### src/core/uart_nine_bit_pkg.sv
// constants, register map and timing shared by both ends of the serial link
// Notes on behaviour
// - accept frame only if flag clear, filter passes
// - failed acceptance drops frame, no receive flag
// - ninth bit to flag, eight bits to buffer
// - error select 0: flag at ninth bit
// - error select 1: flag, error at stop
// - eleven low bit times flag a break
// - break span covers whole frame plus stop
// - break flag holds until cleared or reset
// - enabled break with reset enable resets device
// - holding buffer gives back to back characters
// - double buffer bit selects single or double
// - software uses double buffer only async modes
// - empty holding buffer: load, interrupt at once
// - last word: end interrupt per select bits
// - waiting word: load, interrupt per timing select
// - avoid writes during last stop bit
// - single buffer: ninth bit stable until sent
// - double buffer: ninth bit buffered with data
// - master marks address ninth bit one
// - filter bit zero in mode 1, ignored mode 0
// - 16x sampling, majority of 7,8,9, start check
package uart_nine_bit_pkg;
    localparam int ADDR_W = 2;
    localparam logic [1:0] REG_DATA = 2'h0;
    localparam logic [1:0] REG_CONTROL = 2'h1;
    localparam logic [1:0] REG_STATUS = 2'h2;
    localparam logic [1:0] REG_BAUD = 2'h3;
    // control register fields
    localparam int CTL_MODE = 0;
    localparam int CTL_ADDR_FILTER = 2;
    localparam int CTL_RX_ENABLE = 3;
    localparam int CTL_TX_NINTH = 4;
    localparam int CTL_RX_NINTH = 5;
    localparam int CTL_TX_FLAG = 6;
    localparam int CTL_RX_FLAG = 7;
    // status register fields
    localparam int ST_DOUBLE_BUF = 7;
    localparam int ST_END_INT = 6;
    localparam int ST_TIMING = 5;
    localparam int ST_ERR_SEL = 4;
    localparam int ST_BREAK_RESET = 3;
    localparam int ST_BREAK = 2;
    localparam int ST_FRAME_ERR = 1;
    localparam int ST_TX_BUSY = 0;
    localparam logic [7:0] CONTROL_RESET = 8'h00;
    localparam logic [7:0] STATUS_RESET = 8'h00;
    localparam logic [7:0] BAUD_RESET = 8'h15;
    // modes
    localparam logic [1:0] MODE_SYNC = 2'h0;
    localparam logic [1:0] MODE_EIGHT = 2'h1;
    // receive sampling
    localparam int OVERSAMPLE = 16;
    localparam logic [3:0] SAMPLE_FIRST = 4'h7;
    localparam logic [3:0] SAMPLE_MID = 4'h8;
    localparam logic [3:0] SAMPLE_LAST = 4'h9;
    localparam logic [3:0] PHASE_END = 4'hF;
    localparam int BREAK_BITS = 11;
    localparam logic [7:0] BREAK_TICKS = 8'(BREAK_BITS * OVERSAMPLE);
    // frame bit positions: 0 start, 1..8 data, 9 ninth
    localparam logic [3:0] BIT_NINTH = 4'h9;
    localparam logic [3:0] STOP_EIGHT = 4'h9;
    localparam logic [3:0] STOP_NINE = 4'hA;

    // modes 2 and 3 carry a ninth data bit
    function automatic logic is_nine_bit(input logic [1:0] mode);
        return mode[1];
    endfunction : is_nine_bit

    // position of the stop bit for a mode
    function automatic logic [3:0] stop_pos(input logic [1:0] mode);
        return mode[1] ? STOP_NINE : STOP_EIGHT;
    endfunction : stop_pos
endpackage : uart_nine_bit_pkg

### src/core/serial_link_if.sv
// serial lines between the uart device and the remote node
`timescale 1ns/1ps
interface serial_link_if;
    logic device_txd; // device to node, idle high
    logic node_txd; // node to device, idle high

    modport device (output device_txd, input node_txd);
    modport node (output node_txd, input device_txd);
endinterface : serial_link_if

### src/core/uart_device.sv
// nine-bit uart with receive filtering, break detect and transmit double buffer
`timescale 1ns/1ps
module uart_device (
    input wire logic sys_clk,
    input wire logic reset,
    input wire logic [uart_nine_bit_pkg::ADDR_W-1:0] addr,
    input wire logic [7:0] wr_data,
    input wire logic wr_strobe,
    input wire logic rd_strobe,
    output logic [7:0] rd_data,
    output logic device_reset_req,
    serial_link_if.device link
);
    import uart_nine_bit_pkg::*;

    typedef enum logic [1:0] {RX_IDLE, RX_START, RX_BITS, RX_STOP} rx_state_e;
    typedef enum logic {TX_IDLE, TX_SHIFT} tx_state_e;

    logic [1:0] mode;
    logic address_filter_enable, rx_enable, transmit_ninth_bit;
    logic received_ninth_bit, tx_flag, receive_flag;
    logic double_buffer_enable, end_interrupt_select;
    logic interrupt_timing_select, error_select_bit, break_reset_enable;
    logic break_flag, framing_error_flag;
    logic [7:0] serial_data_buffer, baud_div, baud_cnt;
    logic tick, nine, port_on, wr_ctl, wr_st, wr_buf;
    rx_state_e rx_state;
    tx_state_e tx_state;
    logic rx_meta, rx_sync, rx_prev;
    logic [3:0] rx_phase, rx_idx;
    logic [1:0] rx_samples;
    logic [8:0] rx_shift;
    logic [7:0] brk_cnt;
    logic rx_bit, rx_decide, rx_final, filter_bit, rx_accept, fe_set;
    logic break_set;
    logic [3:0] tx_phase, tx_idx;
    logic [7:0] tx_data, hold_data;
    logic tx_ninth, hold_ninth, hold_valid, early_done;
    logic tx_bit_end, stop_start, stop_end, load_now, tx_flag_set, tx_bit;

    // register decode and mode decode
    assign nine = is_nine_bit(mode);
    assign port_on = mode != MODE_SYNC;
    assign wr_ctl = wr_strobe && addr == REG_CONTROL;
    assign wr_st = wr_strobe && addr == REG_STATUS;
    assign wr_buf = wr_strobe && addr == REG_DATA;

    // control register; flags clear by writing 0, a set wins
    always_ff @(posedge sys_clk or posedge reset) begin
        if (reset) begin
            {receive_flag, tx_flag, received_ninth_bit, transmit_ninth_bit,
             rx_enable, address_filter_enable, mode} <= CONTROL_RESET;
        end else begin
            if (wr_ctl) begin
                mode <= wr_data[CTL_MODE +: 2];
                address_filter_enable <= wr_data[CTL_ADDR_FILTER];
                rx_enable <= wr_data[CTL_RX_ENABLE];
                transmit_ninth_bit <= wr_data[CTL_TX_NINTH];
            end
            tx_flag <= (wr_ctl ? wr_data[CTL_TX_FLAG] : tx_flag) | tx_flag_set;
            receive_flag <= (wr_ctl ? wr_data[CTL_RX_FLAG] : receive_flag)
                | rx_accept;
            if (rx_accept) begin
                received_ninth_bit <= filter_bit;
            end
        end
    end

    // status register; error and break flags clear by writing 0
    always_ff @(posedge sys_clk or posedge reset) begin
        if (reset) begin
            {double_buffer_enable, end_interrupt_select,
             interrupt_timing_select, error_select_bit, break_reset_enable,
             break_flag, framing_error_flag} <= STATUS_RESET[7:1];
        end else begin
            if (wr_st) begin
                double_buffer_enable <= wr_data[ST_DOUBLE_BUF];
                end_interrupt_select <= wr_data[ST_END_INT];
                interrupt_timing_select <= wr_data[ST_TIMING];
                error_select_bit <= wr_data[ST_ERR_SEL];
                break_reset_enable <= wr_data[ST_BREAK_RESET];
            end
            break_flag <= (wr_st ? wr_data[ST_BREAK] : break_flag) | break_set;
            framing_error_flag <= (wr_st ? wr_data[ST_FRAME_ERR]
                : framing_error_flag) | fe_set;
        end
    end

    // baud divider and registers that are not flags
    always_ff @(posedge sys_clk or posedge reset) begin
        if (reset) begin
            baud_div <= BAUD_RESET;
            baud_cnt <= 8'h00;
            serial_data_buffer <= 8'h00;
        end else begin
            baud_cnt <= tick ? 8'h00 : baud_cnt + 8'h01;
            if (wr_strobe && addr == REG_BAUD) begin
                baud_div <= wr_data;
            end
            if (rx_accept) begin
                serial_data_buffer <= rx_shift[7:0];
            end
        end
    end
    // a divisor lowered below the running count still ticks at once
    assign tick = baud_cnt >= baud_div;

    // read data, one cycle after the strobe
    always_ff @(posedge sys_clk or posedge reset) begin
        if (reset) begin
            rd_data <= 8'h00;
        end else if (rd_strobe) begin
            unique case (addr)
                REG_DATA: rd_data <= serial_data_buffer;
                REG_CONTROL: rd_data <= {receive_flag, tx_flag,
                    received_ninth_bit, transmit_ninth_bit, rx_enable,
                    address_filter_enable, mode};
                REG_STATUS: rd_data <= {double_buffer_enable,
                    end_interrupt_select, interrupt_timing_select,
                    error_select_bit, break_reset_enable, break_flag,
                    framing_error_flag, tx_state == TX_SHIFT};
                REG_BAUD: rd_data <= baud_div;
            endcase
        end
    end

    // receive line synchroniser
    always_ff @(posedge sys_clk or posedge reset) begin
        if (reset) begin
            {rx_meta, rx_sync, rx_prev} <= 3'h7;
        end else begin
            {rx_meta, rx_sync, rx_prev} <= {link.node_txd, rx_meta, rx_sync};
        end
    end

    // majority of the three samples, decided at state 9
    assign rx_bit = (rx_samples[0] & rx_samples[1])
        | (rx_sync & (rx_samples[0] | rx_samples[1]));
    assign rx_decide = tick && rx_phase == SAMPLE_LAST;
    // with error select 0 the last shift is the ninth bit
    assign rx_final = rx_decide && ((rx_state == RX_BITS && nine
        && !error_select_bit && rx_idx == 4'h8)
        || (rx_state == RX_STOP && !(nine && !error_select_bit)));
    assign filter_bit = (rx_state == RX_STOP && nine) ? rx_shift[8] : rx_bit;
    // acceptance, otherwise the frame is dropped
    assign rx_accept = rx_final && !receive_flag
        && (!address_filter_enable || filter_bit);
    // filtered ninth bit 0 with error select 1 hides the error
    assign fe_set = rx_decide && rx_state == RX_STOP && !rx_bit
        && !(address_filter_enable && nine && error_select_bit
        && !rx_shift[8]);

    // receive frame sequencer
    always_ff @(posedge sys_clk or posedge reset) begin
        if (reset) begin
            rx_state <= RX_IDLE;
            rx_phase <= 4'h0;
            rx_idx <= 4'h0;
            rx_samples <= 2'h3;
            rx_shift <= 9'h000;
        end else if (rx_state == RX_IDLE) begin
            // falling edge restarts the divide-by-16 count
            if (rx_enable && port_on && rx_prev && !rx_sync) begin
                rx_state <= RX_START;
                rx_phase <= 4'h0;
            end
        end else if (tick) begin
            rx_phase <= rx_phase + 4'h1;
            if (rx_phase == SAMPLE_FIRST) begin
                rx_samples[0] <= rx_sync;
            end
            if (rx_phase == SAMPLE_MID) begin
                rx_samples[1] <= rx_sync;
            end
            if (rx_phase == SAMPLE_LAST) begin
                unique case (rx_state)
                    // false start bit goes back to idle
                    RX_START: begin
                        rx_state <= rx_bit ? RX_IDLE : RX_BITS;
                        rx_idx <= 4'h0;
                    end
                    RX_BITS: begin
                        rx_shift[rx_idx] <= rx_bit;
                        rx_idx <= rx_idx + 4'h1;
                        if (rx_idx == (nine ? 4'h8 : 4'h7)) begin
                            rx_state <= RX_STOP;
                        end
                    end
                    RX_STOP: rx_state <= RX_IDLE;
                    default: rx_state <= RX_IDLE;
                endcase
            end
        end
    end

    // eleven bit times of low line, 16 ticks each
    always_ff @(posedge sys_clk or posedge reset) begin
        if (reset) begin
            brk_cnt <= 8'h00;
            device_reset_req <= 1'b0;
        end else begin
            if (tick) begin
                if (rx_sync || !port_on) begin
                    brk_cnt <= 8'h00;
                end else if (brk_cnt != BREAK_TICKS) begin
                    brk_cnt <= brk_cnt + 8'h01;
                end
            end
            device_reset_req <= break_set && rx_enable && break_reset_enable;
        end
    end
    assign break_set = tick && !rx_sync && port_on
        && brk_cnt == BREAK_TICKS - 8'h01;

    // transmit timing events
    assign tx_bit_end = tx_state == TX_SHIFT && tick && tx_phase == PHASE_END;
    assign stop_start = tx_bit_end && tx_idx == stop_pos(mode) - 4'h1;
    assign stop_end = tx_bit_end && tx_idx == stop_pos(mode);
    // mode 0 is not served, writes do not start a frame
    assign load_now = wr_buf && port_on && tx_state == TX_IDLE && !hold_valid;

    always_comb begin
        if (!double_buffer_enable) begin
            // conventional flag at the start of the stop bit
            tx_flag_set = stop_start;
        end else begin
            tx_flag_set = load_now
                || (stop_start && !interrupt_timing_select
                    && (hold_valid || end_interrupt_select))
                || (stop_end && (interrupt_timing_select
                    ? (hold_valid || end_interrupt_select)
                    : (hold_valid && !early_done)));
        end
    end

    // transmit shifter and holding buffer
    always_ff @(posedge sys_clk or posedge reset) begin
        if (reset) begin
            tx_state <= TX_IDLE;
            tx_phase <= 4'h0;
            tx_idx <= 4'h0;
            tx_data <= 8'h00;
            tx_ninth <= 1'b0;
            hold_data <= 8'h00;
            hold_ninth <= 1'b0;
            hold_valid <= 1'b0;
            early_done <= 1'b0;
        end else begin
            if (load_now) begin
                tx_state <= TX_SHIFT;
                tx_phase <= 4'h0;
                tx_idx <= 4'h0;
                tx_data <= wr_data;
                // ninth bit captured with the byte, sent only in double mode
                tx_ninth <= transmit_ninth_bit;
                early_done <= 1'b0;
            end else if (tx_state == TX_SHIFT && tick) begin
                tx_phase <= tx_phase + 4'h1;
                if (tx_bit_end) begin
                    tx_idx <= tx_idx + 4'h1;
                end
                // an early end flag cannot be withdrawn
                if (stop_start && !interrupt_timing_select
                        && (hold_valid || end_interrupt_select)) begin
                    early_done <= 1'b1;
                end
                // next word follows after one stop bit
                if (stop_end) begin
                    if (double_buffer_enable && hold_valid) begin
                        tx_idx <= 4'h0;
                        tx_data <= hold_data;
                        tx_ninth <= hold_ninth;
                        hold_valid <= 1'b0;
                        early_done <= 1'b0;
                    end else begin
                        tx_state <= TX_IDLE;
                    end
                end
            end
            // only the double mode accepts a write while busy
            if (wr_buf && double_buffer_enable && port_on && !load_now) begin
                hold_data <= wr_data;
                hold_ninth <= transmit_ninth_bit;
                hold_valid <= 1'b1;
            end
        end
    end

    // current line level; single mode sends the live ninth bit
    always_comb begin
        if (tx_state == TX_IDLE || tx_idx == stop_pos(mode)) begin
            tx_bit = 1'b1;
        end else if (tx_idx == 4'h0) begin
            tx_bit = 1'b0;
        end else if (tx_idx == BIT_NINTH) begin
            tx_bit = double_buffer_enable ? tx_ninth : transmit_ninth_bit;
        end else begin
            tx_bit = tx_data[3'(tx_idx - 4'h1)];
        end
    end

    // registered transmit pin
    always_ff @(posedge sys_clk or posedge reset) begin
        if (reset) begin
            link.device_txd <= 1'b1;
        end else begin
            link.device_txd <= tx_bit;
        end
    end
endmodule : uart_device

### src/flat_wrapper.sv
// flat-port wrapper written by rule: the top's interface ports become plain ports
module uart_device_flat import uart_nine_bit_pkg::*;
  (sys_clk, reset, addr, wr_data, wr_strobe, rd_strobe, rd_data, device_reset_req, link_device_txd, link_node_txd);
  serial_link_if link_i ();
  input wire logic sys_clk;
  input wire logic reset;
  input wire logic [uart_nine_bit_pkg::ADDR_W-1:0] addr;
  input wire logic [7:0] wr_data;
  input wire logic wr_strobe;
  input wire logic rd_strobe;
  output logic [7:0] rd_data;
  output logic device_reset_req;
  output wire logic [$bits(link_i.device_txd)-1:0] link_device_txd;
  input wire logic [$bits(link_i.node_txd)-1:0] link_node_txd;
  assign link_device_txd = link_i.device_txd;
  assign link_i.node_txd = link_node_txd;
  uart_device u_core (.sys_clk(sys_clk), .reset(reset), .addr(addr), .wr_data(wr_data), .wr_strobe(wr_strobe), .rd_strobe(rd_strobe), .rd_data(rd_data), .device_reset_req(device_reset_req), .link(link_i));
endmodule
### config.mk
export PLATFORM = sky130hd
export DESIGN_NAME = uart_device_flat
export DESIGN_NICKNAME = d
export VERILOG_FILES = /design/src/core/uart_nine_bit_pkg.sv /design/src/core/serial_link_if.sv /design/src/core/uart_device.sv /design/src/flat_wrapper.sv
export SDC_FILE = /design/constraint.sdc
export NUM_CORES = 1
export LEC_CHECK = 0
export BUFFER_PORTS_ARGS = -buffer_cell sky130_fd_sc_hd__buf_2
export CAP_MARGIN = 10
export CORE_MARGIN = 5
export CORE_UTILIZATION = 50
export DETAILED_ROUTE_END_ITERATION = 7
export GPL_ROUTABILITY_DRIVEN = 0
export PLACE_DENSITY = 0.69
export SLEW_MARGIN = 0
export SYNTH_ARGS = -nofsm -noshare
export SYNTH_HDL_FRONTEND = slang
export SYNTH_SLANG_ARGS = --single-unit
### constraint.sdc
create_clock -name sys_clk -period 9.1 [get_ports sys_clk]
set_input_delay 0.91 -clock sys_clk [delete_from_list [all_inputs] [get_ports sys_clk]]
set_output_delay 0.91 -clock sys_clk [all_outputs]
set_load 0.01 [all_outputs]
# == After elaboration in Yosys (flattened, before gate mapping) ==
# Index checks and enable logic that the tools add are counted.
# classes
reduce_logical,88
order_cmp,4
bitwise,10
n_addsub,8
n_mux,62
n_eq_ne,21
# ops
cell,count
$mux W8,7
$logic_and A1 B1 Y1,44
$mux W4,11
$pmux W8 S4,1
$mux W1,31
$reduce_bool A2 Y1,11
$eq A4 B4 Y1 const B,5
$add A4 B1 Y4 const B,4
$add A8 B1 Y8 const B,2
$reduce_and A4 Y1,4
$mux W2,7
$logic_not A1 Y1,13
$eq A4 B4 Y1,3
$reduce_and A3 Y1,4
$bwmux W9,1
$eq A2 B2 Y1 const B,4
$eq A8 B8 Y1 const B,1
$ge A8 B8 Y1,1
$ne A8 B8 Y1 const B,1
$pmux W4 S2,1
$logic_or A1 B1 Y1,7
$or A1 B1 Y1,6
$lt A4 B5 Y1 const B,1
$demux W1 S4,1
other kinds (16),22
# word_totals
out_inout_bits,10
regBits,110
wordCells,232

# == Longest topological paths before layout ==
# Gate-level depths: netlist of run 1.
# logic_depth
word_depth,11
mapped_depth,10
depth_no_buf,7

# == Least setup slack after synthesis of run 1 ==
# OpenSTA, ideal clock, no wires.
# synth_timing
kind,input -> register
startpoint,input port addr[0] (netlist bit)
endpoint,register u_core.tx_data[4]
setup_slack_ns,6.800
t_required_ns,8.976
setup_ns,0.124
t_arrival_ns,2.176
path_stages,6
cell_sequence,or4b_4 > or3_1 > buf_2 > buf_6 > nor2_1 > a21oi_1
# synth_via
elab_chain_len,7
word_cells_on_any_way,10
cone_classes,1 x mux; 9 x reduce/logical
# synth_lines
item,line,rtl
"start, declared",flat_wrapper.sv:7,input wire logic [uart_nine_bit_pkg::ADDR_W-1:0] addr;
$logic_not A2 Y1 (*),uart_device.sv:46,assign wr_buf = wr_strobe && addr == REG_DATA;
$logic_and A1 B1 Y1 (*),uart_device.sv:46,
$logic_and A1 B1 Y1 (*) (3 in series),uart_device.sv:220,assign load_now = wr_buf && port_on && tx_state == TX_IDLE && !hold_valid;
$reduce_bool A2 Y1 (no line),--,
$reduce_and A3 Y1 (no line),--,
"end signal, assigned",uart_device.sv:253,tx_data <= wr_data;
"end signal, assigned",uart_device.sv:271,tx_data <= hold_data;
"end, declared",uart_device.sv:37,"logic [7:0] tx_data, hold_data;"
# Every way passes the cells marked *; elsewhere a longest branch is shown, timed or not.
# A chain may end at the register's enable or synchronous reset.

# == Worst setup path in the final report of run 1 ==
# layout_timing
startpoint,register u_core.baud_div[4]
endpoint,register u_core.rx_state[0]
# layout_via
elab_chain_len,3
# layout_lines
item,line,rtl
"start, declared",uart_device.sv:25,"logic [7:0] serial_data_buffer, baud_div, baud_cnt;"
"start signal, assigned",uart_device.sv:98,baud_div <= wr_data;
$ge A8 B8 Y1,uart_device.sv:106,assign tick = baud_cnt >= baud_div;
$reduce_bool A2 Y1 (no line),--,
$reduce_and A4 Y1 (no line),--,
"end signal, assigned",uart_device.sv:179,rx_state <= rx_bit ? RX_IDLE : RX_BITS;
"end, declared",uart_device.sv:27,rx_state_e rx_state;
# No other way between the ends.

==> out/results.tsv, run 1 <==
metric	value	unit
fmax	365	MHz
p_leak	0.00278	uW
grt.total_usage	18.9	%
ant_nets	0	
syn-num-nets	573	
drt_pass1_iterations	5	
grt_pass1_vias	4169	
switching_share	32.4	%
ys.flop_type	dfrtp_1	
layout_setup_ws	6360	ps
hold_buffers	0	
min_period	2740	ps
hold_class	flip-flop to flip-flop	
tightest_slew	873	ps
startpoint	u_core.baud_div[4]$_DFFE_PP1P_	
r2r_slack	6360	ps
dpl_cell_area	6050	um2
seqPwrFrac	45.8	%
numCtsBuffers	9	
status	finished, final reports clean	
start_util	51.2	%
cts_resized	0	
wirelength	12600	um
dp_slack	6350	ps
syn_area	5840	um2
ys_types	64	
powerDensity	232	nW/um2
finalHoldViolations	0	
overflow	0	
antenna-diode-count	0	
wl_per_cell	18.2	um
numClockSinks	110	
path_max_fanout	32	
ys_top_cells_by_area	dfrtp_1, mux2_2, ha_1	
irDropWorstVdd	0.000133	V
clk_pin_slew	70	ps
layout-drive-gt1-share	19.8	%
grt_first_pass_wirelength	21300	um
syn_to_final_growth	9.16	%
root_buffer	clkbuf_16	
min_path_cells	0	
slew_viol_final	0	
setup_tns	0	ps
synth_top_area_share	43.2	%
r2r_end	u_core.rx_state[0]$_DFFE_PP0P_	
criticalPathCategory	flip-flop to flip-flop	
rsz0062_at_grt	false	
p_clk_share	29.6	%
cp-start-kind	flip-flop	
hpwlAfterDp	9000	um
synthCells	532	
htree_levels	3	
setup.worst_path.end	u_core.rx_state[0]$_DFFE_PP0P_	
vias_per_cell	5.98	
postCtsSetupBuffers	0	
max_cap_viol_count	0	
utilization	55.9	%
synth_seq_cells	110	
synth_area_leader_cell	dfrtp_1	
async_flop_share	100	%
dieWidth	118	um
port_buffers	24	
final_cells	694	
syn_area_per_cell	11.0	um2
synth_seq_area_share	47.3	%
place_inst	678	
drtIter0Drc	273	
setup_violations	0	
worstPathRequired	9340	ps
die_area	14000	um2
reg2reg_depth	8	
io_pins	25	
antenna_found_initial	1	
coreArea	11400	um2
r2r-start	u_core.baud_div[4]$_DFFE_PP1P_	
maxSlewHeadroom	41.5	%
clock_path_buffers	2	
insertion_delay	360	ps
design_area	6380	um2
num_rows	39	
cp_data_arrival_time	2980	ps
synth-edff-count	0	
cts_tree	done	
pwr-share-comb	24.6	%
nets	587	
period_share	30.1	%
cp-end-kind	flip-flop	
p_sw	480	uW
internal-power	1000	uW
die_y	118	um
yosysWarnings	0	
drc	0	
grt_start_max_net_pins	68	
finClkSkew	7.83	ps
num_vias	4148	
metal layers:
| metal | GRT usage [%] | routed length (um) | up-vias |
|---|---|---|---|
| met5 | 0 | 7 | - |
| met2 | 28.2 | 5710 | 75 |
| met3 | 3.65 | 482 | 21 |
| met1 | 27.1 | 6090 | 2096 |
| li1 | - | - | 1954 |
| met4 | 7.89 | 309 | 2 |
synthesized netlist by cell type (all sizes together) (2+ instances only):
| cell type | count |
|---|---|
| buf | 15 |
| clkbuf | 10 |
| nor2b | 6 |
| or4 | 7 |
| mux4 | 10 |
| nand2 | 36 |
| nor2 | 30 |
| nand3 | 28 |
| a31oi | 13 |
| o211ai | 6 |
| dfrtp | 101 |
| o31ai | 4 |
| nor4 | 3 |
| nor3 | 13 |
| ha | 26 |
| a32oi | 2 |
| nand4 | 7 |
| o21bai | 3 |
| mux2 | 57 |
| a21oi | 18 |
| dfstp | 9 |
| nand3b | 7 |
| nand2b | 5 |
| mux2i | 11 |
| o21a | 4 |
| xor2 | 6 |
| or4b | 2 |
| inv | 27 |
| and3 | 5 |
| a41oi | 2 |
| o21ai | 30 |
| and2 | 3 |
| a211oi | 4 |
| or3 | 4 |
kinds of logic after synthesis:
| group | after synthesis | share of synthesized area (%) |
|---|---|---|
| xor gates and xnor gates | 7 | 1.05 |
| muxes | 78 | 16.7 |
| buffers and inverters | 52 | 3.94 |
| AOI/OAI and AO/OA | 96 | 10.3 |
| DFF | 110 | 47.3 |
| adders and majority gates | 27 | 5.74 |
| and+or+nand+nor | 162 | 14.9 |
placed cells by master, fill, tap and decap left out, drive strengths merged, types with 7 or more instances in the layout:
cell / netlist / final
ha: 26 / 26
a21oi: 18 / 18
dfrtp: 101 / 101
nand3b: 7 / 7
mux4: 10 / 10
inv: 27 / 28
nor3: 13 / 13
nand4: 7 / 7
o21ai: 30 / 30
clkbuf: 10 / 12
or4: 7 / 7
a31oi: 13 / 13
buf: 15 / 28
nand3: 28 / 28
mux2i: 11 / 11
nand2: 36 / 36
mux2: 57 / 57
nor2: 30 / 30
dfstp: 9 / 9
power by group through the flow:
stage	combinational (uW)	sequential (uW)	clock, uW
3_5_place_dp	365	687	0
5_1_grt	417	695	463
4_1_cts	369	677	443
2_1_floorplan	292	649	0
6_report	365	678	438
3_3_place_gp	347	681	0
metrics by stage:
step / power (uW) / hold slack (ps)
finish: 1480 / 357
global route: 1580 / 366
CTS: 1490 / 358
detailed placement: 1050 / 347
global placement: 1030 / 348
floorplan: 941 / 345
cell type report:
type                            count  area, um2
Fill cell                        1000       5040
Multi-Input combinational cell    370       2850
Sequential cell                   110       2760
Clock buffer                       12        256
Tap cell                          143        179
Timing Repair Buffer               28        150
Inverter                           27        104
Clock inverter                      4       76.3
sequential cells by signal, indices dropped and copies added, names as in the netlist, 2 cells and up:
register	cells
u_core.tx_phase	4
u_core.rx_idx	4
u_core.rx_phase	4
u_core.hold_data	8
u_core.tx_data	8
u_core.rd_data	8
u_core.baud_div	8
u_core.mode	2
u_core.rx_state	2
u_core.tx_idx	4
u_core.serial_data_buffer	8
u_core.rx_shift	9
u_core.baud_cnt	8
u_core.rx_samples	2
u_core.brk_cnt	8
critical path, cell delays in order, from the launching register on:
cell and delay [ps]:
dfstp_2 560, inv_1 60, ha_1 260, and4_1 240, o21ai_1 120, o21ba_1 300
buf_4 290, nor4_2 400, mux2_1 370
worst min path at each step:
stage                              from                        to  slack [ps]
4_1_cts        u_core.rx_meta$_DFF_PP1_  u_core.rx_sync$_DFF_PP1_         360
2_1_floorplan  u_core.rx_meta$_DFF_PP1_  u_core.rx_sync$_DFF_PP1_         350
6_report       u_core.rx_meta$_DFF_PP1_  u_core.rx_sync$_DFF_PP1_         360
3_3_place_gp   u_core.rx_meta$_DFF_PP1_  u_core.rx_sync$_DFF_PP1_         350
3_5_place_dp   u_core.rx_meta$_DFF_PP1_  u_core.rx_sync$_DFF_PP1_         350
5_1_grt        u_core.rx_meta$_DFF_PP1_  u_core.rx_sync$_DFF_PP1_         370
No activity file was read; power rests on OpenSTA's default activity.
==> run 2, diff against run 1 <==
==> constraint.sdc (replaced) <==
create_clock -name sys_clk -period 2.8 [get_ports sys_clk]
set_input_delay 0.28 -clock sys_clk [delete_from_list [all_inputs] [get_ports sys_clk]]
set_output_delay 0.28 -clock sys_clk [all_outputs]
set_load 0.01 [all_outputs]
==> out/results.tsv, run 2 (synthesized netlist as in run 1, its figures left out) <==
metric	value	unit	change
num_rows	39		unchanged
critical_path.slowest_cell	dfstp_2		
drt_pass1_iterations	5		unchanged
path_max_fanout	20		-38%
topRoutingLayerUsed	met4		
wl_per_cell	18.5	um	+1.9%
cpPeakStageDelay	540	ps	-20 ps
top_register	u_core.rx_shift		
tightest_slew	709	ps	-163 ps
dieWidth	118	um	unchanged
wl_met3	524	um	+8.7%
min_period	2570	ps	-166 ps
finalHoldViolations	0		unchanged
n_fill_cell	972		-2.8%
status	finished, final reports clean		
ant_nets	0		unchanged
htree_levels	3		unchanged
setup_tns	0	ps	unchanged
syn_to_final_growth	9.98	%	
cp_data_arrival_time	2850	ps	-130 ps
finClkSkew	10.5	ps	+2.72 ps
numCtsBuffers	9		unchanged
p_leak	0.00280	uW	+0.86%
hold_class	primary input to async pin		
drc	0		unchanged
clk_pin_slew	80	ps	about the same
largest_reg_flops	9		unchanged
worstPathRequired	3080	ps	-6260 ps
total_power	4760	uW	+220%
cts_resized	0		unchanged
vias_per_cell	6.01		+0.62%
root_buffer	clkbuf_16		
setup_violations	0		unchanged
layout_setup_ws	229	ps	-6130 ps
wirelength	13000	um	+3.0%
cp-start-kind	flip-flop		
postCtsSetupBuffers	0		unchanged
criticalPathCategory	flip-flop to flip-flop		
coreArea	11400	um2	unchanged
irDropWorstVdd	0.000403	V	+200%
nets	595		+1.4%
powerDensity	741	nW/um2	+220%
grt_start_max_net_pins	65		-4.4%
drtIter0Drc	268		-1.8%
slew_viol_final	0		unchanged
grt.total_usage	19.2	%	+0.29 points
numClockSinks	110		unchanged
antenna_found_initial	0		-1
grt_pass1_vias	4174		+0.12%
port_buffers	24		unchanged
crit_family	simple AND/OR/NAND/NOR gates		
cp-end-kind	flip-flop		
layout_commonest_cell	dfrtp_1		
layout_common_cells	dfrtp_1, mux2_2, nand2_1		
io_pins	25		unchanged
cts_tree	done		
antenna-diode-count	0		unchanged
crit_buf_inv	2		unchanged
dp_slack	82.7	ps	-6270 ps
die_area	14000	um2	unchanged
fmax	389	MHz	+6.4%
hpwlAfterDp	9330	um	+3.7%
layout-drive-gt1-share	21.3	%	+1.5 points
max_cap_viol_count	0		unchanged
start_util	51.2	%	unchanged
hold_buffers	0		unchanged
rsz0062_at_grt	false		
whs	9.28	ps	-348 ps
period_share	91.8	%	+62 points
die_y	118	um	unchanged
clock_path_buffers	2		unchanged
met1Wirelength	5930	um	-2.6%
maxSlewHeadroom	52.6	%	+11 points
grt_first_pass_wirelength	21500	um	+1.1%
path_cells	inv_1, ha_1, and4_1, o21ai_1, o21ba_2, buf_4, or4b_1, a21oi_1		
num_vias	4222		+1.8%
overflow	0		unchanged
insertion_delay	360	ps	about the same
met2_length	6300	um	+10%
==> run 2: power breakdown <==
group | switching (uW) | internal [uW]
logic | 698 | 561
clock network | 608 | 724
registers | 286 | 1890
total | 1590 | 3170
==> run 2: final cells by class <==
| type | instances | area, um2 | area share (%) |
|---|---|---|---|
| clock inverters | 6 | 67.6 | 1.05 |
| repair buffers | 36 | 223 | 3.47 |
| well taps | 143 | 179 | 2.78 |
| inverters | 27 | 105 | 1.64 |
| multi-input cells | 370 | 2850 | 44.3 |
| clock buffers | 10 | 239 | 3.72 |
| flip-flops and latches | 110 | 2760 | 43.0 |
==> run 2: metal layers <==
metal | track usage (%) | up-vias
met5 | 0 | -
met4 | 6.09 | 0
met3 | 3.51 | 17
met2 | 30.3 | 83
met1 | 26.9 | 2130
li1 | - | 1992
==> run 2: path summary, 6_finish.rpt <==
path / start / end / slack, ps / cells after the start
max in group asynchronous: reset / u_core.tx_idx[3]$_DFFE_PP0P_ / 2260 / 3
hold / removal: reset / u_core.rx_idx[2]$_DFFE_PP0P_ / 9 / 3
setup reg to reg: u_core.baud_div[4]$_DFFE_PP1P_ / u_core.tx_idx[1]$_DFFE_PP0P_ / 230 / 8
hold reg to reg: u_core.rx_meta$_DFF_PP1_ / u_core.rx_sync$_DFF_PP1_ / 360 / 0
min in group sys_clk: link_node_txd / u_core.rx_meta$_DFF_PP1_ / 30 / 1
setup / recovery: u_core.baud_div[4]$_DFFE_PP1P_ / u_core.tx_idx[1]$_DFFE_PP0P_ / 230 / 8
==> run 2: worst min-delay path, stage by stage <==
cell,delay [ps]
buf_2,110
clkinvlp_4,80
buf_12,290
==> run 2: through the flow <==
step	utilization [%]	instance area [um2]	cells
after floorplan	-	5850	532
after global placement	53.6	6120	686
after detailed placement	53.6	6120	686
after CTS	56.3	6430	702
after global routing	56.3	6430	702
final	56.3	6430	702
